===== src/inc/dps_map.vh =====
// Constants for the dual-port memory block: geometry, field positions, reset values
`ifndef DPS_MAP_VH
`define DPS_MAP_VH

// ==========================================================
// Geometry
`define DPS_ROWS 32
`define DPS_ROW_AW 5
`define DPS_AW 6
`define DPS_DW 8
`define DPS_NW 4

// ==========================================================
// Field positions inside the six-bit address
`define DPS_ADDR_MSB 5
`define DPS_ROW_MSB 4
`define DPS_NIB_SEL 0
`define DPS_NROW_LSB 1

// ==========================================================
// Field positions inside the byte
`define DPS_LO_MSB 3
`define DPS_LO_LSB 0
`define DPS_HI_MSB 7
`define DPS_HI_LSB 4

// ==========================================================
// Synchroniser bundle layout
`define DPS_SYNC_W 25
`define DPS_S_WCLK 0
`define DPS_S_RCLK 1
`define DPS_S_BYTE 2
`define DPS_S_WFALL 3
`define DPS_S_RFALL 4
`define DPS_S_WA_LSB 5
`define DPS_S_WA_MSB 10
`define DPS_S_RA_LSB 11
`define DPS_S_RA_MSB 16
`define DPS_S_WD_LSB 17
`define DPS_S_WD_MSB 24

// ==========================================================
// Reset values
`define DPS_BYTE_RST 8'h00
`define DPS_NIB_RST 4'h0
`define DPS_BIT_RST 1'b0
`define DPS_BIT_SET 1'b1
`define DPS_BUS_RST 25'h0000000

`endif


===== src/core/dps_sram_block.v =====
// Dual-port 256-bit memory block, 32x8 or 64x4, with pin-driven port clocks
`include "dps_map.vh"

// What this block does
// [RULE_01] Holds 256 bits, organised as 32 bytes or 64 nibbles.
// [RULE_02] Read port and write port run independently with separate addresses.
// [RULE_03] Nibble mode uses six address bits to pick one of 64 locations.
// [RULE_04] Byte mode ignores address bit five on both ports, 32 locations.
// [RULE_05] Each port has its own clock with independently selectable active edge.
// [RULE_06] Eight-bit write data in, eight-bit read data out; nibble mode uses low four.
// [RULE_07] Outside logic cascades blocks, sharing or decoding addresses and clocks.
// [RULE_08] Active write edge stores data; active read edge presents addressed contents.
module dps_sram_block (
   input wire i_sys_clk,
   input wire i_rst_n,
   input wire i_byte_mode,
   input wire i_write_clk,
   input wire i_write_clk_fall,
   input wire [5:0] i_write_addr,
   input wire [7:0] i_write_data_in,
   input wire i_read_clk,
   input wire i_read_clk_fall,
   input wire [5:0] i_read_addr,
   output reg [7:0] o_read_data,
   output reg o_read_strobe
);

   // ==========================================================
   // Reset release
   // Assertion stays asynchronous; release is retimed so that every flop past the
   // synchronisers leaves reset on the same clock edge; the synchronisers use i_rst_n.
   wire rst_sync_n;

   dps_sync #(
      .W(1)
   ) u_rst_sync (
      .i_sys_clk(i_sys_clk),
      .i_rst_n(i_rst_n),
      .i_async(`DPS_BIT_SET),
      .o_sync(rst_sync_n)
   );

   // ==========================================================
   // Pin synchronisation
   // Clocks, addresses and data share one synchroniser so they stay aligned.
   wire [`DPS_SYNC_W-1:0] pins_async;
   wire [`DPS_SYNC_W-1:0] pins_s;

   assign pins_async = {i_write_data_in, i_read_addr, i_write_addr, i_read_clk_fall,
                        i_write_clk_fall, i_byte_mode, i_read_clk, i_write_clk};

   dps_sync #(
      .W(`DPS_SYNC_W)
   ) u_sync (
      .i_sys_clk(i_sys_clk),
      .i_rst_n(i_rst_n),
      .i_async(pins_async),
      .o_sync(pins_s)
   );

   wire wclk_s;
   wire rclk_s;
   wire byte_s;
   wire wfall_s;
   wire rfall_s;
   wire [`DPS_AW-1:0] waddr_s;
   wire [`DPS_AW-1:0] raddr_s;
   wire [`DPS_DW-1:0] wdata_s;

   assign wclk_s = pins_s[`DPS_S_WCLK];
   assign rclk_s = pins_s[`DPS_S_RCLK];
   assign byte_s = pins_s[`DPS_S_BYTE];
   assign wfall_s = pins_s[`DPS_S_WFALL];
   assign rfall_s = pins_s[`DPS_S_RFALL];
   assign waddr_s = pins_s[`DPS_S_WA_MSB:`DPS_S_WA_LSB];
   assign raddr_s = pins_s[`DPS_S_RA_MSB:`DPS_S_RA_LSB];
   assign wdata_s = pins_s[`DPS_S_WD_MSB:`DPS_S_WD_LSB];

   // ==========================================================
   // Active-edge detection per port
   reg wclk_prev_q;
   reg rclk_prev_q;
   wire wclk_rise;
   wire wclk_fallen;
   wire rclk_rise;
   wire rclk_fallen;
   wire write_evt;
   wire read_evt;

   // Prev flops reset low: a pin clock high at release reads as a rising edge
   always @(posedge i_sys_clk or negedge rst_sync_n) begin
      if (!rst_sync_n) begin
         wclk_prev_q <= `DPS_BIT_RST;
         rclk_prev_q <= `DPS_BIT_RST;
      end else begin
         wclk_prev_q <= wclk_s;
         rclk_prev_q <= rclk_s;
      end
   end

   assign wclk_rise = wclk_s & ~wclk_prev_q;
   assign wclk_fallen = ~wclk_s & wclk_prev_q;
   assign rclk_rise = rclk_s & ~rclk_prev_q;
   assign rclk_fallen = ~rclk_s & rclk_prev_q;
   // Polarity chosen separately for each port
   assign write_evt = wfall_s ? wclk_fallen : wclk_rise; // [RULE_05]
   assign read_evt = rfall_s ? rclk_fallen : rclk_rise; // [RULE_05]

   // ==========================================================
   // Address decode
   // Row index is the byte address; in nibble mode bit zero picks the half.
   reg [`DPS_ROW_AW-1:0] wrow;
   reg [`DPS_ROW_AW-1:0] rrow;
   reg wnib_hi;
   reg rnib_hi;

   always @* begin
      if (byte_s) begin
         wrow = waddr_s[`DPS_ROW_MSB:0]; // [RULE_04]
         rrow = raddr_s[`DPS_ROW_MSB:0]; // [RULE_04]
         wnib_hi = 1'b0;
         rnib_hi = 1'b0;
      end else begin
         wrow = waddr_s[`DPS_ADDR_MSB:`DPS_NROW_LSB]; // [RULE_03]
         rrow = raddr_s[`DPS_ADDR_MSB:`DPS_NROW_LSB]; // [RULE_03]
         wnib_hi = waddr_s[`DPS_NIB_SEL]; // [RULE_03]
         rnib_hi = raddr_s[`DPS_NIB_SEL]; // [RULE_03]
      end
   end

   // ==========================================================
   // Write lane decode
   // One enable per row and per nibble lane; byte mode opens both lanes.
   // A nibble write leaves the other half of its row untouched.
   reg [`DPS_ROWS-1:0] wrow_en;
   reg wlane_lo;
   reg wlane_hi;
   reg [`DPS_DW-1:0] wbyte;
   integer r;

   always @* begin
      wrow_en = {`DPS_ROWS{1'b0}};
      for (r = 0; r < `DPS_ROWS; r = r + 1) begin
         wrow_en[r] = write_evt & (wrow == r[`DPS_ROW_AW-1:0]); // [RULE_08]
      end
      if (byte_s) begin
         wlane_lo = `DPS_BIT_SET;
         wlane_hi = `DPS_BIT_SET;
         wbyte = wdata_s; // [RULE_06]
      end else begin
         // Nibble copied into both halves so either lane can take it
         wlane_lo = ~wnib_hi; // [RULE_03]
         wlane_hi = wnib_hi; // [RULE_03]
         wbyte = {wdata_s[`DPS_LO_MSB:`DPS_LO_LSB], wdata_s[`DPS_LO_MSB:`DPS_LO_LSB]}; // [RULE_06]
      end
   end

   // ==========================================================
   // Storage: 32 rows of 8 flip-flops, 256 bits in all
   reg [`DPS_DW-1:0] mem_q [0:`DPS_ROWS-1]; // [RULE_01]
   integer i;

   always @(posedge i_sys_clk or negedge rst_sync_n) begin
      if (!rst_sync_n) begin
         for (i = 0; i < `DPS_ROWS; i = i + 1) begin
            mem_q[i] <= `DPS_BYTE_RST;
         end
      end else begin
         for (i = 0; i < `DPS_ROWS; i = i + 1) begin
            if (wrow_en[i] & wlane_hi) begin
               mem_q[i][`DPS_HI_MSB:`DPS_HI_LSB] <= wbyte[`DPS_HI_MSB:`DPS_HI_LSB];
            end
            if (wrow_en[i] & wlane_lo) begin
               mem_q[i][`DPS_LO_MSB:`DPS_LO_LSB] <= wbyte[`DPS_LO_MSB:`DPS_LO_LSB];
            end
         end
      end
   end

   // ==========================================================
   // Read port
   // Read and write events in the same cycle: read returns the old contents.
   reg [`DPS_DW-1:0] rrow_data;
   reg [`DPS_DW-1:0] read_d;

   integer k;

   // Flat mux over the rows, the same shape as the write enables
   always @* begin
      rrow_data = `DPS_BYTE_RST;
      for (k = 0; k < `DPS_ROWS; k = k + 1) begin
         if (rrow == k[`DPS_ROW_AW-1:0]) begin
            rrow_data = mem_q[k];
         end
      end
   end

   always @* begin
      if (byte_s) begin
         read_d = rrow_data;
      end else if (rnib_hi) begin
         read_d = {`DPS_NIB_RST, rrow_data[`DPS_HI_MSB:`DPS_HI_LSB]}; // [RULE_06]
      end else begin
         read_d = {`DPS_NIB_RST, rrow_data[`DPS_LO_MSB:`DPS_LO_LSB]}; // [RULE_06]
      end
   end

   // Read side never looks at write events, so the ports stay independent
   always @(posedge i_sys_clk or negedge rst_sync_n) begin
      if (!rst_sync_n) begin
         o_read_data <= `DPS_BYTE_RST;
         o_read_strobe <= `DPS_BIT_RST;
      end else begin
         o_read_strobe <= read_evt;
         if (read_evt) begin // [RULE_02]
            o_read_data <= read_d; // [RULE_08]
         end
      end
   end

endmodule


===== src/core/dps_sync.v =====
// Two-stage synchroniser for a bundle of pin inputs
`include "dps_map.vh"

module dps_sync #(
   parameter W = 1
) (
   input wire i_sys_clk,
   input wire i_rst_n,
   input wire [W-1:0] i_async,
   output reg [W-1:0] o_sync
);

   reg [W-1:0] meta_q;

   // ==========================================================
   // First stage is read by the second stage only
   always @(posedge i_sys_clk or negedge i_rst_n) begin
      if (!i_rst_n) begin
         meta_q <= {W{1'b0}};
         o_sync <= {W{1'b0}};
      end else begin
         meta_q <= i_async;
         o_sync <= meta_q;
      end
   end

endmodule


===== config.mk =====
export PLATFORM = sky130hd
export DESIGN_NAME = dps_sram_block
export DESIGN_NICKNAME = d
export VERILOG_FILES = /design/src/core/dps_sram_block.v /design/src/core/dps_sync.v
export VERILOG_INCLUDE_DIRS = /design/src /design/src/inc
export SDC_FILE = /design/constraint.sdc
export NUM_CORES = 1
export LEC_CHECK = 0
export ABC_AREA = 1
export ABC_CLOCK_PERIOD_IN_PS = 22100
export BUFFER_PORTS_ARGS = -buffer_cell sky130_fd_sc_hd__buf_4
export CAP_MARGIN = 10
export CELL_PAD_IN_SITES_DETAIL_PLACEMENT = 1
export CELL_PAD_IN_SITES_GLOBAL_PLACEMENT = 2
export CORE_ASPECT_RATIO = 2
export CORE_MARGIN = 1.5
export CORE_UTILIZATION = 42
export CTS_BUF_LIST = sky130_fd_sc_hd__clkbuf_4 sky130_fd_sc_hd__clkbuf_8 sky130_fd_sc_hd__clkbuf_16
export DETAILED_ROUTE_END_ITERATION = 10
export GPL_TIMING_DRIVEN = 0
export PLACE_DENSITY = 0.91
export SETUP_SLACK_MARGIN = 0.15
export SYNTH_ARGS = -nofsm -noshare
export SYNTH_HDL_FRONTEND = slang
export SYNTH_SLANG_ARGS = --single-unit
export TNS_END_PERCENT = 5

===== constraint.sdc =====
create_clock -name i_sys_clk -period 22.1 [get_ports i_sys_clk]
set_clock_uncertainty 0.15 [all_clocks]
set_input_delay 0 -clock i_sys_clk [delete_from_list [all_inputs] [get_ports i_sys_clk]]
set_output_delay 0 -clock i_sys_clk [all_outputs]
set_load 0.02 [all_outputs]

==> out/results.txt <==
Ys Warns = 0
MaxCap Viol Count = 0
Grt ovf = 0
Vias in the first global route = 12,813
Share of layout cells above drive strength 1 = 10.3%
Syn Inst Count = 1,654
# diodes = 0
Crit path kind = reg2reg
First-pass GRT wire length = 71.9 mm
Clk_lat worst skew = 0.58 ns
CTS buffer count = 30
Net count, final = 1,805
Commonest non-fill, non-tap cell in the layout = nand2_1
Mapped cell area = 14,000 um2
Iter 0 DRT Violations = 606
Chip height = 262 um
Avg Cell Area, Syn = 8.49 um2
Worst-margin pin slew = 1.31 ns
Max Slew Vio Count = 0
Multi-input gate area = 5380 um2
Max clock buf depth = 3
Routed WL = 45.1 mm
P&R area growth vs syn = 17.7%
Initial Util = 42.6%
Port Buf Inserts = 35
# rows = 94
Setup ws final = 18.40 ns
Vias after detailed routing = 11,922
Hpwl dp = 32.9 mm
CP required = 22.42 ns
Unrepaired setup endpoints after global routing = false
#FFs+latches synth = 319
Commonest non-fill, non-tap cells in the layout = nand2_1 (547), dfrtp_1 (318), o21ai_0 (272)
All-Layer GR Usage = 26.9%
Die Width = 132 um
Worst vdd ir = 0.0589 mV
Sink Count = 319
Layout fillers = 3,961
Final period utilization = 16.7%
Area of the core = 32,900 um2
Status = finished, final reports clean
FF/Latch Area = 7990 um2
GP Congestion = 0.828
Net count after synthesis = 1,681
CTS H-tree depth = 1
Die ar. = 34,600 um2
I/O pin count = 36
Fmax = 0.270 GHz
Sequential share of the synthesized area = 56.9%
Hold Path Class = reg2reg
Final setup violation count = 0
Post-route ant nets = 0
Dpl ws = 18.45 ns
Worst Setup End Kind = register
Largest net degree at the start of global routing = 64
CP Max Fanout = 10
Power Density = 90.8 nW/um2
Crit path DAT = 4.02 ns
Residual DRC = 0
WL/cell = 20.2 um
Clock transition at path regs = 0.07 ns
Initial antenna violation count = 0
Fin. Hold Viols = 0
CTS tree = yes
Vias per cell = 5.34
Clock Tree Root = clkbuf_16
Cell variety after synth = 31
Startpoint Class = register
Pleak = 7.64 nW
Setup TNS = 0 ns
Tmin final = 3.70 ns
Initial DRT Pass Iterations = 5
Worst slew margin = 12.1%
## kinds of logic after synthesis
kind of cell	count (synthesis)	share of synthesized area (%)
compound gates	301	10.9
flops	319	56.9
simple gates	870	27.4
buf+inv	163	4.79
other cells	1	0.0267
## flip-flops by register name, summed over array words and instances (netlist names)
name               cells
o_read_strobe          1
o_read_data            8
u_sync.meta_q         25
u_sync.o_sync         25
wclk_prev_q            1
mem_q                256
u_rst_sync.o_sync      1
u_rst_sync.meta_q      1
rclk_prev_q            1
## synth_stat cells
cell type | n | share of area, %
o21ai_4 | 1 | 0.12
dfrtp_1 | 319 | 57
nand2_4 | 7 | 0.56
nand3_1 | 117 | 4.2
buf_6 | 7 | 0.56
inv_6 | 1 | 0.062
nor2_1 | 87 | 2.3
or3_1 | 1 | 0.045
or2_0 | 6 | 0.27
o22ai_1 | 1 | 0.045
or2_2 | 26 | 1.2
o21ai_0 | 272 | 9.7
nor2_8 | 3 | 0.43
o21ai_2 | 3 | 0.19
or2_1 | 1 | 0.045
nand4_1 | 43 | 1.9
nor2_4 | 10 | 0.80
inv_2 | 8 | 0.21
buf_2 | 2 | 0.071
conb_1 | 1 | 0.027
nor3_1 | 1 | 0.036
nand2_2 | 14 | 0.62
inv_1 | 105 | 2.8
nand3_4 | 1 | 0.12
a21oi_1 | 22 | 0.78
clkinv_1 | 1 | 0.027
o21ai_1 | 1 | 0.036
nor2_2 | 6 | 0.27
o31ai_1 | 1 | 0.054
clkbuf_1 | 39 | 1.0
nand2_1 | 547 | 15
## worst max-delay path, cell delays in order (launching register included)
cell and delay [ns]:
dfrtp_1 0.40, buf_6 0.15, buf_6 0.15, o21ai_4 0.21, nor2_8 0.08, nand2_2 0.11, nor2_2 0.11, nand2_1 0.09
nand4_1 0.15, nor2_1 0.13, nand4_1 0.10, nor2_1 0.10, nand3_1 0.11, nor2_1 0.28, nand3_1 0.15, nand2_1 0.12
nand3_1 0.08, nand2_1 0.08, nand3_1 0.09, nand2_1 0.08, nand3_1 0.09, nand2_1 0.10, nand4_1 0.10, nand2_1 0.10
nand4_1 0.14, nand2_1 0.10, nand2_1 0.05
## what timing repair did
item,CTS,global route
hold buffers,53,0
hold endpoints to repair,77,0
resized for setup,0,0
setup buffers,0,0
endpoints found under the setup margin,0,0
## power by group
group	switching [mW]	total, mW	internal, mW
Clock	0.235	0.541	0.307
Combinational	0.132	0.209	0.0768
Sequential	0.0602	0.750	0.690
## metrics by stage
step	util, %	cells	hold slack, ns	instance area, um2	power [mW]
4_1_cts	50.2	2233	0.195	16500	1.51
2_1_floorplan	-	1654	-0.446	14000	0.878
3_5_place_dp	45.4	2125	-0.0397	14900	0.959
6_report	50.2	2233	0.197	16500	1.50
5_1_grt	50.2	2233	0.205	16500	1.57
3_3_place_gp	45.1	2121	-0.0526	14800	0.940
## per-layer routing
layer  routed length (um)  vias up  GRT usage, %  part of all wire (%)
met2                25500      192          54.0                    57
li1                     -     5601             -                     -
met3                 1220       81          2.34                   2.7
met5                    0        -             0                     0
met1                16700     6048          29.1                    37
met4                 1590        0          9.83                   3.5
## path summary, 6_finish.rpt
path / start / endpoint / slack [ns] / depth (start not counted)
setup / recovery: u_sync.o_sync[2] / o_read_data[1] / 18.40 / 26
hold / removal: u_sync.meta_q[15] / u_sync.o_sync[15] / 0.20 / 0
setup reg to reg: u_sync.o_sync[2] / o_read_data[1] / 18.40 / 26
hold reg to reg: u_sync.meta_q[15] / u_sync.o_sync[15] / 0.20 / 0
max in group asynchronous: u_rst_sync.o_sync / mem_q[48] / 20.47 / 2
min in group asynchronous: u_rst_sync.o_sync / mem_q[174] / 0.25 / 0
## area by class of cell
type                       instances  area share (%)
multi-input combinational       1172            32.6
sequential                       319            48.3
clock buffer                      41            5.41
timing repair buffer              92            5.53
inverter                         115            2.64
clock inverter                    14           0.810
buffer                            48            1.42
tap                              432            3.27
No activity file was read; power rests on OpenSTA's default activity.
